<file path="src/pkg/ufsu_params.svh">
`ifndef UFSU_PARAMS_SVH
`define UFSU_PARAMS_SVH

// Register word offsets (byte addresses, bits [1:0] ignored)
`define UFSU_OFS_CFG      12'hd14
`define UFSU_OFS_FAULT    12'hd28
`define UFSU_OFS_PC       12'hd40
`define UFSU_OFS_IRQ_STAT 12'hd44
`define UFSU_OFS_IRQ_EN   12'hd48
`define UFSU_OFS_IRQ_CLR  12'hd4c

// Flag positions in the fault status word
`define UFSU_BIT_DIVZ  25
`define UFSU_BIT_UNAL  24
`define UFSU_RSV_HI    23
`define UFSU_RSV_LO    20
`define UFSU_BIT_COPR  19
`define UFSU_BIT_BADPC 18

// Trap enable positions in the configuration word
`define UFSU_CFG_DIVZ 4
`define UFSU_CFG_UNAL 3

// Index of each flag inside the internal flag vector
`define UFSU_F_DIVZ  3
`define UFSU_F_UNAL  2
`define UFSU_F_COPR  1
`define UFSU_F_BADPC 0

// Reset, fill and byte-strobe values
`define UFSU_WORD_ZERO 32'h0000_0000
`define UFSU_FLAGS_RST 4'h0
`define UFSU_CFG_RST   2'h0
`define UFSU_RSV_ZERO  4'h0
`define UFSU_LANE_HI   4'hc

`endif

</file>
<file path="src/pkg/ufsu_pkg.sv">
package ufsu_pkg;
    typedef logic [3:0]  ufsu_flags_t;
    typedef logic [31:0] ufsu_word_t;
    typedef logic [1:0]  ufsu_cfg_t;
endpackage

</file>
<file path="src/logic/ufsu_sticky_bank.sv">
`timescale 1ns/1ps
module ufsu_sticky_bank #(
    parameter int WIDTH = 4
) (
    // Clock and reset
    input  wire logic             i_core_clk,
    input  wire logic             i_rst,
    // Set and clear strobes
    input  wire logic [WIDTH-1:0] i_set,
    input  wire logic [WIDTH-1:0] i_clr,
    // Held flags
    output logic      [WIDTH-1:0] o_flags
);
    logic [WIDTH-1:0] next_flags;

    if (WIDTH < 1) begin : g_bad_width
        $error("ufsu_sticky_bank: WIDTH must be at least 1");
    end

    // Set wins over a clear in the same cycle
    assign next_flags = (o_flags & ~i_clr) | i_set;

    always_ff @(posedge i_core_clk) begin
        if (i_rst) begin
            o_flags <= '0;
        end else begin
            o_flags <= next_flags;
        end
    end
endmodule

</file>
<file path="src/logic/ufsu_fault_qual.sv">
`timescale 1ns/1ps
`include "ufsu_params.svh"
module ufsu_fault_qual #(
    parameter int PC_W = 32
) (
    // Clock and reset
    input  wire logic                 i_core_clk,
    input  wire logic                 i_rst,
    // Core execution events
    input  wire logic                 i_div_exec,
    input  wire logic                 i_divisor_zero,
    input  wire logic                 i_mem_access,
    input  wire logic                 i_addr_unaligned,
    input  wire logic                 i_multi_or_double,
    input  wire logic                 i_coproc_access,
    input  wire logic                 i_bad_exception_return_code_load,
    input  wire logic [PC_W-1:0]      i_instr_pc,
    // Trap enables
    input  wire logic                 i_div_trap_en,
    input  wire logic                 i_unal_trap_en,
    // Qualified faults and faulting instruction address
    output ufsu_pkg::ufsu_flags_t     o_events,
    output logic      [PC_W-1:0]      o_pc
);
    ufsu_pkg::ufsu_flags_t next_events;
    wire                   div_fault;
    wire                   unal_fault;

    if (PC_W < 1) begin : g_bad_pc
        $error("ufsu_fault_qual: PC_W must be at least 1");
    end

    assign div_fault  = i_div_exec & i_divisor_zero & i_div_trap_en;
    // Multiple and doubleword transfers fault whatever the enable says
    assign unal_fault = i_mem_access & i_addr_unaligned
                        & (i_multi_or_double | i_unal_trap_en);

    always_comb begin
        next_events                = `UFSU_FLAGS_RST;
        next_events[`UFSU_F_DIVZ]  = div_fault;
        next_events[`UFSU_F_UNAL]  = unal_fault;
        next_events[`UFSU_F_COPR]  = i_coproc_access;
        next_events[`UFSU_F_BADPC] = i_bad_exception_return_code_load;
    end

    always_ff @(posedge i_core_clk) begin
        if (i_rst) begin
            o_events <= `UFSU_FLAGS_RST;
            o_pc     <= '0;
        end else begin
            o_events <= next_events;
            o_pc     <= i_instr_pc;
        end
    end
endmodule

</file>
<file path="src/logic/ufsu_usage_fault.sv">
// Notes on behaviour
// - Zero-divisor divide with divide trapping on sets status bit 25.
// - Divide flag stays zero without a fault or while trapping is off.
// - On divide fault the saved return address is the divide's address.
// - Zero divisor traps only when the divide trap enable is set.
// - Writing one clears a flag; writing zero leaves it unchanged.
// - Unaligned access with unaligned trapping on sets status bit 24.
// - Unaligned multiple or doubleword transfers always raise the fault.
// - Single word and halfword unaligned faults follow the trap enable.
// - Bits 23:20 are reserved and read zero; software preserves them.
// - Coprocessor access attempt sets status bit 19.
// - Illegal return-code load into the program counter sets bit 18.
// - On bad PC load the saved return address is that instruction's.
// - Flags are reachable as the upper halfword and as the full word.
// - The whole fault status register resets to zero.
`timescale 1ns/1ps
`include "ufsu_params.svh"
module ufsu_usage_fault #(
    parameter int ADDR_W = 12,
    parameter int PC_W   = 32
) (
    // Clock and reset
    input  wire logic              i_core_clk,
    input  wire logic              i_rst,
    // APB slave
    input  wire logic              i_psel,
    input  wire logic              i_penable,
    input  wire logic              i_pwrite,
    input  wire logic [ADDR_W-1:0] i_paddr,
    input  wire logic [31:0]       i_pwdata,
    input  wire logic [3:0]        i_pstrb,
    output logic      [31:0]       o_prdata,
    output logic                   o_pready,
    output logic                   o_pslverr,
    // Core execution events
    input  wire logic              i_div_exec,
    input  wire logic              i_divisor_zero,
    input  wire logic              i_mem_access,
    input  wire logic              i_addr_unaligned,
    input  wire logic              i_multi_or_double,
    input  wire logic              i_coproc_access,
    input  wire logic              i_bad_exception_return_code_load,
    input  wire logic [PC_W-1:0]   i_instr_pc,
    // Fault report to the core
    output logic                   o_usage_fault,
    output logic      [PC_W-1:0]   o_return_pc,
    // Interrupt
    output logic                   o_irq
);
    if (ADDR_W != 12) begin : g_bad_addr
        $error("ufsu_usage_fault: ADDR_W must be 12");
    end
    if (PC_W < 1 || PC_W > 32) begin : g_bad_pc
        $error("ufsu_usage_fault: PC_W must be 1 to 32");
    end

    // Flag vector placed into its register word
    function automatic ufsu_pkg::ufsu_word_t pack_flags(
        input ufsu_pkg::ufsu_flags_t f
    );
        ufsu_pkg::ufsu_word_t w;
        w                   = `UFSU_WORD_ZERO;
        w[`UFSU_BIT_DIVZ]   = f[`UFSU_F_DIVZ];
        w[`UFSU_BIT_UNAL]   = f[`UFSU_F_UNAL];
        w[`UFSU_BIT_COPR]   = f[`UFSU_F_COPR];
        w[`UFSU_BIT_BADPC]  = f[`UFSU_F_BADPC];
        return w;
    endfunction

    // Register word taken back into a flag vector
    function automatic ufsu_pkg::ufsu_flags_t unpack_flags(
        input ufsu_pkg::ufsu_word_t w
    );
        ufsu_pkg::ufsu_flags_t f;
        f                = `UFSU_FLAGS_RST;
        f[`UFSU_F_DIVZ]  = w[`UFSU_BIT_DIVZ];
        f[`UFSU_F_UNAL]  = w[`UFSU_BIT_UNAL];
        f[`UFSU_F_COPR]  = w[`UFSU_BIT_COPR];
        f[`UFSU_F_BADPC] = w[`UFSU_BIT_BADPC];
        return f;
    endfunction

    // Configuration and state
    ufsu_pkg::ufsu_cfg_t   cfg;
    ufsu_pkg::ufsu_cfg_t   next_cfg;
    ufsu_pkg::ufsu_flags_t irq_en;
    ufsu_pkg::ufsu_flags_t next_irq_en;
    ufsu_pkg::ufsu_flags_t fault_flags;
    ufsu_pkg::ufsu_flags_t irq_flags;
    ufsu_pkg::ufsu_flags_t events;
    logic [PC_W-1:0]       event_pc;
    logic [PC_W-1:0]       next_return_pc;
    logic [31:0]           next_prdata;
    logic [31:0]           cfg_word;

    // Decode
    wire        cfg_div_en;
    wire        cfg_unal_en;
    wire [11:0] word_addr;
    wire        sel_cfg;
    wire        sel_fault;
    wire        sel_pc;
    wire        sel_irq_stat;
    wire        sel_irq_en;
    wire        sel_irq_clr;
    wire        addr_hit;
    wire        access;
    wire        next_pready;
    wire        next_pslverr;
    wire        wr_fire;
    wire [31:0] lane_mask;
    wire [31:0] wr_bits;
    wire [31:0] fault_word;
    wire [31:0] irq_word;
    wire [31:0] irq_en_word;
    wire [31:0] pc_word;
    wire        any_event;

    ufsu_pkg::ufsu_flags_t fault_clr;
    ufsu_pkg::ufsu_flags_t irq_clr;

    assign cfg_div_en   = cfg[1];
    assign cfg_unal_en  = cfg[0];
    assign word_addr    = {i_paddr[11:2], 2'h0};
    assign sel_cfg      = word_addr == `UFSU_OFS_CFG;
    // Word at 0xd28 and upper halfword at 0xd2a share one word
    assign sel_fault    = word_addr == `UFSU_OFS_FAULT;
    assign sel_pc       = word_addr == `UFSU_OFS_PC;
    assign sel_irq_stat = word_addr == `UFSU_OFS_IRQ_STAT;
    assign sel_irq_en   = word_addr == `UFSU_OFS_IRQ_EN;
    assign sel_irq_clr  = word_addr == `UFSU_OFS_IRQ_CLR;
    assign addr_hit     = sel_cfg | sel_fault | sel_pc | sel_irq_stat
                          | sel_irq_en | sel_irq_clr;

    // One wait state: ready rises in the second access cycle
    assign access       = i_psel & i_penable;
    assign next_pready  = access & ~o_pready;
    assign next_pslverr = next_pready & ~addr_hit;
    assign wr_fire      = access & o_pready & i_pwrite & addr_hit;

    assign lane_mask    = {{8{i_pstrb[3]}}, {8{i_pstrb[2]}},
                           {8{i_pstrb[1]}}, {8{i_pstrb[0]}}};
    assign wr_bits      = i_pwdata & lane_mask;

    // Write one to clear, byte lanes honoured
    assign fault_clr    = (wr_fire & sel_fault)
                          ? unpack_flags(wr_bits) : `UFSU_FLAGS_RST;
    assign irq_clr      = (wr_fire & sel_irq_clr)
                          ? unpack_flags(wr_bits) : `UFSU_FLAGS_RST;

    // Reserved bits 23:20 and all unused bits read zero
    assign fault_word   = pack_flags(fault_flags);
    assign irq_word     = pack_flags(irq_flags);
    assign irq_en_word  = pack_flags(irq_en);
    assign pc_word      = 32'(o_return_pc);

    always_comb begin
        cfg_word                 = `UFSU_WORD_ZERO;
        cfg_word[`UFSU_CFG_DIVZ] = cfg_div_en;
        cfg_word[`UFSU_CFG_UNAL] = cfg_unal_en;
    end

    assign next_prdata  = (~next_pready | i_pwrite) ? `UFSU_WORD_ZERO
                        : sel_fault    ? fault_word
                        : sel_cfg      ? cfg_word
                        : sel_pc       ? pc_word
                        : sel_irq_stat ? irq_word
                        : sel_irq_en   ? irq_en_word
                        : `UFSU_WORD_ZERO;

    always_comb begin
        next_cfg = cfg;
        if (wr_fire && sel_cfg && i_pstrb[0]) begin
            next_cfg = {i_pwdata[`UFSU_CFG_DIVZ], i_pwdata[`UFSU_CFG_UNAL]};
        end
    end

    assign next_irq_en = (wr_fire && sel_irq_en)
                         ? (unpack_flags(wr_bits)
                            | (irq_en & unpack_flags(~lane_mask)))
                         : irq_en;

    // Event qualification against the trap enables
    ufsu_fault_qual #(
        .PC_W                  (PC_W)
    ) u_qual (
        .i_core_clk            (i_core_clk),
        .i_rst                 (i_rst),
        .i_div_exec            (i_div_exec),
        .i_divisor_zero        (i_divisor_zero),
        .i_mem_access          (i_mem_access),
        .i_addr_unaligned      (i_addr_unaligned),
        .i_multi_or_double     (i_multi_or_double),
        .i_coproc_access       (i_coproc_access),
        .i_bad_exception_return_code_load (i_bad_exception_return_code_load),
        .i_instr_pc            (i_instr_pc),
        .i_div_trap_en         (cfg_div_en),
        .i_unal_trap_en        (cfg_unal_en),
        .o_events              (events),
        .o_pc                  (event_pc)
    );

    // Sticky fault flags, set beats clear
    ufsu_sticky_bank #(
        .WIDTH      (4)
    ) u_fault_flags (
        .i_core_clk (i_core_clk),
        .i_rst      (i_rst),
        .i_set      (events),
        .i_clr      (fault_clr),
        .o_flags    (fault_flags)
    );

    // Interrupt status with its own clear register
    ufsu_sticky_bank #(
        .WIDTH      (4)
    ) u_irq_flags (
        .i_core_clk (i_core_clk),
        .i_rst      (i_rst),
        .i_set      (events),
        .i_clr      (irq_clr),
        .o_flags    (irq_flags)
    );

    // Return address follows the faulting instruction
    assign any_event      = |events;
    assign next_return_pc = any_event ? event_pc : o_return_pc;

    always_ff @(posedge i_core_clk) begin
        if (i_rst) begin
            cfg <= `UFSU_CFG_RST;
            irq_en <= `UFSU_FLAGS_RST;
        end else begin
            cfg <= next_cfg;
            irq_en <= next_irq_en;
        end
    end

    always_ff @(posedge i_core_clk) begin
        if (i_rst) begin
            o_pready  <= 1'b0;
            o_pslverr <= 1'b0;
            o_prdata  <= `UFSU_WORD_ZERO;
        end else begin
            o_pready  <= next_pready;
            o_pslverr <= next_pslverr;
            o_prdata  <= next_prdata;
        end
    end

    always_ff @(posedge i_core_clk) begin
        if (i_rst) begin
            o_usage_fault <= 1'b0;
            o_return_pc   <= '0;
            o_irq         <= 1'b0;
        end else begin
            o_usage_fault <= any_event;
            o_return_pc   <= next_return_pc;
            o_irq         <= |(next_irq_en & irq_flags);
        end
    end
endmodule

</file>
<file path="config.mk">
export PLATFORM = sky130hd
export DESIGN_NAME = ufsu_usage_fault
export DESIGN_NICKNAME = d
export VERILOG_FILES = /design/src/pkg/ufsu_pkg.sv /design/src/logic/ufsu_sticky_bank.sv /design/src/logic/ufsu_fault_qual.sv /design/src/logic/ufsu_usage_fault.sv
export VERILOG_INCLUDE_DIRS = /design/src /design/src/pkg
export SDC_FILE = /design/constraint.sdc
export NUM_CORES = 1
export LEC_CHECK = 0
export BUFFER_PORTS_ARGS = -buffer_cell sky130_fd_sc_hd__buf_4
export CORE_MARGIN = 3
export CORE_UTILIZATION = 29
export DETAILED_ROUTE_END_ITERATION = 8
export PLACE_DENSITY = 0.55
export RECOVER_POWER = 100
export SLEW_MARGIN = 20
export SYNTH_ARGS = -nofsm -noshare
export SYNTH_HDL_FRONTEND = slang
export SYNTH_SLANG_ARGS = --single-unit
</file>
<file path="constraint.sdc">
create_clock -name i_core_clk -period 2.06 [get_ports i_core_clk]
set_clock_uncertainty 0.05 [all_clocks]
set_input_delay 0.412 -clock i_core_clk [delete_from_list [all_inputs] [get_ports i_core_clk]]
set_output_delay 0.412 -clock i_core_clk [all_outputs]
set_load 0.05 [all_outputs]
</file>
==> results.py, run 1 <==
metrics = {
    "status": {
        "status": "finished, final reports clean",
    },
    "route": {
        "routed_wl_mm": 10.13,
        "vias_per_cell": 4.399,
        "ant_nets": 0,
        "dr.pass1.iters": 4,
        "drc": 0,
        "vias": 3167,
        "drtIter0Drc": 153,
        "wl_per_cell_um": 14.07,
    },
    "yosys": {
        "postSynthCellCount": 399,
        "ys_types": 35,
        "synth_seq_area_share_pct": 60.75,
        "avgSynthCellArea_um2": 9.746,
        "ys_seq_elements": 118,
        "synth.net_count": 491,
        "synth_edf_count": 0,
        "netlist_area_mm2": 0.003889,
        "yosysWarnings": 0,
        "synthFlopType": "dfxtp_1",
        "synth-async-reset-ratio_pct": 0,
    },
    "power_and_ir_drop": {
        "p_per_area_mw_per_mm2": 1051,
        "leakage_nw": 2.108,
        "ir_worst_vdd_v": 0.0005153,
        "finalPower_mw": 5.676,
    },
    "floorplanning": {
        "initial_core_util_pct": 30.20,
        "core-area_mm2": 0.01288,
        "rows": 41,
        "fp.dieW_um": 121.8,
        "die_area_mm2": 0.01484,
        "ioPinCount": 160,
        "die_h_um": 121.8,
    },
    "place": {
        "dp_hpwl_mm": 7.081,
        "routabilityCongestion": 0.8035,
        "dp.cells": 693,
        "portBuffers": 130,
    },
    "global_routing": {
        "grt_pass1_wl_mm": 15.88,
        "grtUsageTotal_pct": 13.96,
        "grt_max_degree": 56,
        "first_global_vias": 3170,
        "antenna_found_initial": 0,
        "gr-total-overflow": 0,
    },
    "clock_tree": {
        "clock-sinks": 118,
        "cts_root_buf": "clkbuf_16",
        "h-tree-depth": 4,
        "post-cts-setup-buffers": 0,
        "hold_buffers": 0,
        "cts-buffers-inserted": 17,
        "clk_pin_slew_ns": 0.06,
        "clock_path_buffers": 2,
        "tritoncts": "done",
        "ctsResizeCount": 0,
        "clock_latency_ns": 0.40,
    },
    "timing": {
        "final_max_slew_viol_count": 0,
        "whs_ns": 0.1731,
        "min_period_over_period_pct": 91.21,
        "setup_viol": 0,
        "period_needed_ns": 1.879,
        "rsz0062_at_grt": "no",
        "max_freq_mhz": 532.2,
        "max-slew-margin-rel_pct": 24.95,
        "hold_viol": 0,
        "worstMarginPinSlew_ns": 1.126,
    },
    "final_layout": {
        "instances_no_fill": 720,
        "layout.nets": 632,
        "synthToLayoutAreaGrowth_pct": 38.84,
        "drive_above_1_share_pct": 18.98,
        "num_antenna_cells": 0,
    },
    "flow_run": {
        "maxCapViolations": 0,
    },
    "hold_path": {
        "hold_path.class": "in2reg",
    },
    "critical_path": {
        "crit_type": "reg2reg",
        "worstSetupEndpointType": "register",
        "crit_arrival_ns": 2.11,
        "start_kind": "register",
        "worstPathRequired_ns": 2.29,
        "regToRegSetupSlack_ns": 0.18,
        "critPathMaxFanout": 5,
    },
}
[cell type report]
type                            instances  area, µm²
Fill cell                            1313       7477
Sequential cell                       118       2362
Multi-Input combinational cell        254       1424
Timing Repair Buffer                  141      789.5
Clock buffer                           23      508.0
Tap cell                              172      215.2
Clock inverter                          4      70.07
Inverter                                8      30.03
[cells in the final DEF, fill, tap and decap left out, drive strengths merged, types with 4 or more instances in the layout]
| master | n |
|---|---|
| dfxtp | 118 |
| clkbuf | 97 |
| nand2 | 78 |
| buf | 67 |
| a21oi | 44 |
| nor2b | 37 |
| and2 | 27 |
| nor2 | 14 |
| o21ai | 10 |
| inv | 8 |
| mux2i | 6 |
| nor4 | 5 |
| nand4 | 4 |
[synth_stat cells, types with 4 or more instances]
cell type,number,area share [%]
a21oi_1,44,5.7
and2_1,27,4.3
clkbuf_1,14,1.4
dfxtp_1,118,61
inv_1,8,0.77
mux2i_1,6,1.5
nand2_1,78,7.5
nand4_1,4,0.64
nor2_1,13,1.3
nor2b_1,37,6.0
o21ai_0,6,0.77
o21ai_1,4,0.51
[flip-flops by register name, summed over array words and instances, names as in the netlist, 2 cells and up]
| register | flops |
|---|---|
| o_prdata | 32 |
| cfg | 2 |
| u_irq_flags.o_flags | 4 |
| irq_en | 4 |
| u_fault_flags.o_flags | 4 |
| u_qual.o_events | 4 |
| o_return_pc | 32 |
| u_qual.o_pc | 32 |
[where the power goes]
group	switching, mW	internal (mW)
Sequential	0.0366	2.36
Clock	0.933	1.93
Combinational	0.264	0.149
[kinds of logic after synthesis]
kind of cell           Yosys count  synth area share [%]
buffers and inverters           27                 2.799
and+or+nand+nor                184                 25.80
DFF                            118                 60.75
muxes                            6                 1.544
AOI/OAI and AO/OA               64                 9.106
[critical path, stage by stage (launching register included)]
cell and delay, ns:
dfxtp_1 0.39, nand4_1 0.18, nor4_2 0.43, mux2i_1 0.24, nor2_1 0.07, a221o_1 0.39
[per-stage QoR]
stage | setup WS (ns) | setup TNS [ns] | util, % | cell area [µm²]
floorplan | 0.005329 | 0 | - | 3889
global placement | -0.04628 | -0.04628 | 39.63 | 5102
detailed placement | -0.02568 | -0.02568 | 39.63 | 5102
CTS | 0.1201 | 0 | 44.12 | 5680
global route | 0.06424 | 0 | 41.93 | 5399
finish | 0.1810 | 0 | 41.93 | 5399
[per-layer routing]
layer	share of wire [%]	wire [µm]	vias to the layer above	global-route usage, %
met5	0	0	-	0
met4	1.0	104	0	4.622
met3	5.9	593	6	5.200
met2	47	4711	90	22.10
met1	47	4719	1476	17.64
li1	-	-	1595	-
[path summary, 6_finish.rpt]
| path | from | cells past startpoint | end |
|---|---|---|---|
| max | o_pready | 5 | o_irq |
| min | i_instr_pc[18] | 2 | u_qual.o_pc[18] |
| max reg2reg | o_pready | 5 | o_irq |
| min reg2reg | u_qual.o_pc[1] | 2 | o_return_pc[1] |
(Power assumes the default switching activity.)
==> run 2: changes to the inputs <==
--- a/config.mk
+++ b/config.mk
@@ -6,13 +6,13 @@
 export SDC_FILE = /design/constraint.sdc
 export NUM_CORES = 1
 export LEC_CHECK = 0
+export ABC_AREA = 1
 export BUFFER_PORTS_ARGS = -buffer_cell sky130_fd_sc_hd__buf_4
 export CORE_MARGIN = 3
-export CORE_UTILIZATION = 29
+export CORE_UTILIZATION = 48
 export DETAILED_ROUTE_END_ITERATION = 8
-export PLACE_DENSITY = 0.55
+export PLACE_DENSITY = 0.81
 export RECOVER_POWER = 100
-export SLEW_MARGIN = 20
 export SYNTH_ARGS = -nofsm -noshare
 export SYNTH_HDL_FRONTEND = slang
 export SYNTH_SLANG_ARGS = --single-unit
==> run 2 against run 1 <==
  * Synthesized area is 7.2% higher
  * Core utilization rose by 24 points
  * Global-route usage rose by 6.5 points
  * Register-to-register slack gained 0.21 ns
  * Largest power group unchanged
  * Via count grew 13%
  * Critical path type is now reg2out
  * First-iteration DRC count down 20%
  * Highest routed layer unchanged
  * Clock power grew 4%
  * Critical endpoint is now o_pready
==> results.py, run 2 <==
metrics = {
    "floorplanning": {
        "initial_core_util_pct": 50.00,
        "ioPinCount": 160,
        "rows": 33,
        "die_h_um": 99.21,
        "die_area_mm2": 0.009843,
        "core-area_mm2": 0.008341,
        "fp.dieW_um": 99.21,
    },
    "route": {
        "vias": 3587,
        "vias_per_cell": 4.738,
        "ant_nets": 0,
        "dr.pass1.iters": 5,
        "drc": 0,
        "routed_wl_mm": 10.19,
        "wl_per_cell_um": 13.46,
        "drtIter0Drc": 122,
    },
    "yosys": {
        "avgSynthCellArea_um2": 8.274,
        "ys_seq_elements": 118,
        "synth-async-reset-ratio_pct": 0,
        "synth_edf_count": 0,
        "yosysTopAreaCellShare_pct": 56.65,
        "ys_top_cells_by_count": "dfxtp_1, inv_1, nor2_1, nand2_1, a21oi_1",
        "synth_most_common_cell": "dfxtp_1",
        "synthFlopType": "dfxtp_1",
        "synth_area_leader_cell": "dfxtp_1",
        "netlist_area_mm2": 0.004170,
        "netlist_top_cells_area": "dfxtp_1, inv_1, nor2_1",
        "ys_types": 26,
        "postSynthCellCount": 504,
        "synth_seq_area_share_pct": 56.65,
        "yosysWarnings": 0,
        "synth.net_count": 596,
    },
    "hold_path": {
        "worstHoldStart": "i_bad_exception_return_code_load",
        "min_delay_path_depth": 3,
        "hold_path.class": "in2reg",
        "holdPathEnd": "u_qual.o_events[0]",
    },
    "critical_path": {
        "crit_path_max_incr_delay_ns": 0.50,
        "regToRegSetupSlack_ns": 0.39,
        "crit_type": "reg2out",
        "worstPathRequired_ns": 1.60,
        "critPathMaxFanout": 3,
        "critPathBufInv": 1,
        "worstSetupEndpointType": "primary output",
        "crit_arrival_ns": 1.38,
        "start_kind": "register",
        "slowest_stage": "clkbuf_1",
        "rr_startpoint": "u_qual.o_events[1]",
        "crit_family": "buffers and inverters",
        "crit_chain": "clkbuf_1",
        "r2r-end": "o_return_pc[3]",
        "ff2ff_path_depth": 5,
    },
    "place": {
        "dp.cells": 725,
        "routabilityCongestion": 0.8674,
        "dp_hpwl_mm": 6.900,
        "portBuffers": 130,
    },
    "final_layout": {
        "layout_common_cells": "dfxtp_1, nor2_1, inv_1",
        "final_util_pct": 66.02,
        "drive_above_1_share_pct": 19.63,
        "instances_no_fill": 757,
        "top_regs": "o_prdata: 32 flops, o_return_pc: 32 flops, u_qual.o_pc: 32 flops",
        "layout.nets": 731,
        "num_antenna_cells": 0,
        "synthToLayoutAreaGrowth_pct": 32.04,
        "layout_commonest_cell": "dfxtp_1",
    },
    "power_and_ir_drop": {
        "ir_worst_vdd_v": 0.0007733,
        "leakage_nw": 2.518,
        "p_per_area_mw_per_mm2": 1089,
        "power.internal_mw": 4.430,
        "switching_share_pct": 26.15,
        "power_frac_seq_pct": 40.6,
        "clkPwrFrac_pct": 49.7,
        "combPwrFrac_pct": 9.7,
        "p_sw_mw": 1.568,
    },
    "global_routing": {
        "grtUsageTotal_pct": 20.51,
        "antenna_found_initial": 0,
        "first_global_vias": 3451,
        "gr-total-overflow": 0,
        "grt_pass1_wl_mm": 15.95,
        "grt_max_degree": 61,
    },
    "clock_tree": {
        "tritoncts": "done",
        "hold_buffers": 0,
        "h-tree-depth": 4,
        "clk_pin_slew_ns": 0.06,
        "clock_latency_ns": 0.50,
        "post-cts-setup-buffers": 0,
        "ctsResizeCount": 0,
        "clock-sinks": 118,
        "clock_path_buffers": 2,
        "cts_root_buf": "clkbuf_8",
        "cts-buffers-inserted": 17,
    },
    "timing": {
        "setup_viol": 0,
        "max-slew-margin-rel_pct": 33.37,
        "final_max_slew_viol_count": 0,
        "worstMarginPinSlew_ns": 0.9994,
        "hold_viol": 0,
        "max_freq_mhz": 544.2,
        "rsz0062_at_grt": "no",
        "min_period_over_period_pct": 89.20,
        "setup_tns_ns": 0,
        "period_needed_ns": 1.837,
    },
    "status": {
        "status": "finished, final reports clean",
    },
    "flow_run": {
        "maxCapViolations": 0,
    },
}
run 2: changes by cell type after synthesis, sizes merged, moves of 4 or more:
cell and change:
mux2i -6, and2 -27, clkbuf -4, nor2b -37
nand2 -16, o21ai +25, nand3 +18, nor4 -4
nor2 +90, inv +87
run 2: metrics by stage:
step                total power, mW  hold slack [ns]  setup slack [ns]  cell area (µm²)
floorplan                     2.869           0.3849            0.4044             4170
global placement              3.102           0.3930            0.3256             5234
detailed placement            3.120           0.3966            0.2801             5234
CTS                           6.103          0.03618            0.4070             5839
global route                  6.191          0.04895            0.1694             5507
finish                        5.998          0.05398            0.2226             5507
run 2: final cells by class:
type                            count  area, µm²
Fill cell                         752       2834
Sequential cell                   118       2362
Multi-Input combinational cell    274       1285
Timing Repair Buffer              133      765.7
Clock buffer                       17      414.1
Inverter                           95      356.6
Clock inverter                     15      191.4
Tap cell                          105      131.4
run 2: how the worst max path moves through the flow:
stage | from | to | slack [ns] | cells past startpoint
floorplan | o_pready | o_irq | 0.40 | 9
global placement | i_paddr[7] | o_prdata[2] | 0.33 | 8
detailed placement | i_paddr[10] | o_prdata[2] | 0.28 | 9
CTS | o_pready | o_pready | 0.41 | 1
global route | o_pready | o_pready | 0.17 | 1
finish | o_pready | o_pready | 0.22 | 1
run 2: worst min-delay path, cell delays in order:
cell and delay, ns:
buf_4 0.07, inv_1 0.03, nor2_1 0.06
run 2: logic make-up (layout without fill, tap and decap cells):
logic type / Yosys count / count (layout) / synth area share (%)
AND/OR/NAND/NOR: 190 / 190 / 22.08
flip-flops: 118 / 118 / 56.65
buffers and inverters: 112 / 260 / 10.65
AO/OA/AOI/OAI: 84 / 84 / 10.62
run 2: power groups by stage:
stage / clock [mW] / sequential [mW] / combinational (mW)
after floorplan: 0 / 2.68 / 0.193
after global placement: 0 / 2.48 / 0.622
after detailed placement: 0 / 2.49 / 0.634
after CTS: 3.02 / 2.44 / 0.639
after global routing: 3.12 / 2.44 / 0.629
final: 2.98 / 2.43 / 0.581
run 2: metal layers:
layer,vias to the layer above,global-route usage [%],share of wire (%)
met1,1616,22.27,39
met4,0,8.088,2.2
li1,1808,-,-
met2,145,37.71,52
met5,-,0,0
met3,18,5.470,6.8
==> run 3: changes to the inputs <==
--- a/config.mk
+++ b/config.mk
@@ -9,10 +9,9 @@
 export ABC_AREA = 1
 export BUFFER_PORTS_ARGS = -buffer_cell sky130_fd_sc_hd__buf_4
 export CORE_MARGIN = 3
-export CORE_UTILIZATION = 48
+export CORE_UTILIZATION = 52
 export DETAILED_ROUTE_END_ITERATION = 8
-export PLACE_DENSITY = 0.81
-export RECOVER_POWER = 100
+export PLACE_DENSITY = 0.86
 export SYNTH_ARGS = -nofsm -noshare
 export SYNTH_HDL_FRONTEND = slang
 export SYNTH_SLANG_ARGS = --single-unit
==> constraint.sdc (replaced) <==
create_clock -name i_core_clk -period 2.24 [get_ports i_core_clk]
set_clock_uncertainty 0.05 [all_clocks]
set_input_delay 0.448 -clock i_core_clk [delete_from_list [all_inputs] [get_ports i_core_clk]]
set_output_delay 0.448 -clock i_core_clk [all_outputs]
set_load 0.05 [all_outputs]
==> run 3 against run 2 <==
  * Flip-flop and latch count unchanged
  * Routed wire length up 3.0%
  * Sequential share of layout area down 2.3 points
  * Die area down 7.2%
  * Clock-buffer cell count unchanged
  * Clock power down 7.7%
  * Combinational power up 2%
  * Register-to-register slack better by 0.16 ns
  * Global-route usage up 2.7 points
  * Sequential power down 8%
  * Via count up 2.2%
  * Critical path depth up 3
  * Critical endpoint is now o_return_pc[10]
==> results.py, run 3 (same netlist as run 2, synthesis figures left out) <==
metrics = {
    "critical_path": {
        "crit_type": "reg2reg",
        "ff2ff_path_depth": 4,
        "slowest_stage": "buf_4",
        "start_kind": "register",
        "regToRegSetupSlack_ns": 0.55,
        "rr_startpoint": "u_qual.o_events[1]",
        "crit_path_max_incr_delay_ns": 0.49,
        "critPathMaxFanout": 60,
        "critPathBufInv": 1,
        "crit_family": "buffers and inverters",
        "critPathLaunch": "u_qual.o_events[1]",
        "worstSetupEndpointType": "register",
        "cp-endpoint": "o_return_pc[10]",
        "cp.depth": 4,
        "crit_chain": "nor4_4, buf_4, o21ai_0, a21oi_1",
        "crit_arrival_ns": 2.06,
        "r2r-end": "o_return_pc[10]",
        "worstPathRequired_ns": 2.61,
    },
    "floorplanning": {
        "initial_core_util_pct": 53.69,
        "die_area_mm2": 0.009130,
        "core-area_mm2": 0.007767,
        "die_h_um": 95.55,
        "fp.dieW_um": 95.55,
        "rows": 32,
        "ioPinCount": 160,
    },
    "route": {
        "dr.pass1.iters": 5,
        "drtIter0Drc": 135,
        "vias_per_cell": 4.863,
        "wl_per_cell_um": 13.93,
        "vias": 3667,
        "ant_nets": 0,
        "routed_wl_mm": 10.50,
        "drc": 0,
    },
    "clock_tree": {
        "hold_buffers": 0,
        "post-cts-setup-buffers": 0,
        "h-tree-depth": 4,
        "clock_latency_ns": 0.51,
        "tritoncts": "done",
        "ctsResizeCount": 0,
        "cts-buffers-inserted": 17,
        "clock-sinks": 118,
        "cts_root_buf": "clkbuf_8",
        "clock_path_buffers": 2,
        "clk_pin_slew_ns": 0.06,
    },
    "global_routing": {
        "grt_pass1_wl_mm": 15.90,
        "first_global_vias": 3489,
        "gr-total-overflow": 0,
        "antenna_found_initial": 0,
        "grt_max_degree": 61,
        "grtUsageTotal_pct": 23.16,
    },
    "power_and_ir_drop": {
        "p_per_area_mw_per_mm2": 959.1,
        "ir_worst_vdd_v": 0.0007327,
        "leakage_nw": 2.785,
    },
    "timing": {
        "period_needed_ns": 1.691,
        "min_period_over_period_pct": 75.48,
        "final_max_slew_viol_count": 0,
        "rsz0062_at_grt": "no",
        "worstMarginPinSlew_ns": 0.5542,
        "setup_viol": 0,
        "setup_tns_ns": 0,
        "hold_viol": 0,
        "max-slew-margin-rel_pct": 63.05,
        "max_freq_mhz": 591.4,
    },
    "final_layout": {
        "synthToLayoutAreaGrowth_pct": 39.69,
        "top_regs": "o_prdata: 32 flops, o_return_pc: 32 flops, u_qual.o_pc: 32 flops",
        "layout_commonest_cell": "buf_4",
        "layout.nets": 731,
        "fillCellCount": 545,
        "layout_common_cells": "buf_4, dfxtp_1, inv_1",
        "finalInstanceArea_mm2": 0.005826,
        "drive_above_1_share_pct": 33.28,
        "num_antenna_cells": 0,
    },
    "place": {
        "routabilityCongestion": 0.8583,
        "dp_hpwl_mm": 6.938,
        "dpl_cell_area_mm2": 0.005218,
        "portBuffers": 130,
    },
    "flow_run": {
        "maxCapViolations": 0,
    },
    "hold_path": {
        "min_delay_path_depth": 2,
        "hold_path.class": "in2reg",
    },
    "status": {
        "status": "finished, final reports clean",
    },
}
run 3: cell count changes in the layout (fill, tap and decap cells not counted), sizes merged:
cell    previous run  this run
clkbuf            83        17
buf               67       133
run 3: power by group:
group          switching, mW  total, mW  internal (mW)  leakage, nW
clock network           1.02       2.75           1.73        0.294
registers             0.0509       2.24           2.19        0.969
logic                  0.394      0.592          0.199         1.52
total                   1.47       5.59           4.12         2.79
run 3: per-stage QoR:
stage	hold slack (ns)	power (mW)	utilization [%]	std cells	setup WS, ns
2_1_floorplan	0.3849	2.638	-	504	0.5844
3_3_place_gp	0.3920	2.847	67.17	722	0.4774
3_5_place_dp	0.3978	2.867	67.17	722	0.4130
4_1_cts	0.06602	5.616	75.00	754	0.5842
5_1_grt	0.06450	5.759	75.00	754	0.4578
6_report	0.08358	5.588	75.00	754	0.5492
run 3: area by class of cell:
type	instances	area [µm²]	share of cell area [%]
tap	102	127.6	2.191
multi-input combinational	274	1373	23.56
inverter	95	356.6	6.121
timing repair buffer	133	998.5	17.14
sequential	118	2362	40.55
clock inverter	15	193.9	3.329
clock buffer	17	414.1	7.109
run 3: worst min-delay path by stage:
stage	to	from
finish	o_pready	i_rst
global route	o_pready	i_rst
CTS	o_pready	i_rst
detailed placement	o_prdata[5]	o_return_pc[5]
global placement	o_prdata[0]	o_return_pc[0]
floorplan	u_qual.o_events[3]	cfg[1]
run 3: per-layer routing:
| metal | track usage, % | vias to the layer above | part of all wire, % |
|---|---|---|---|
| met1 | 24.50 | 1684 | 37 |
| li1 | - | 1821 | - |
| met2 | 41.98 | 135 | 54 |
| met3 | 6.235 | 27 | 5.6 |
| met5 | 0 | - | 0 |
| met4 | 11.49 | 0 | 3.0 |
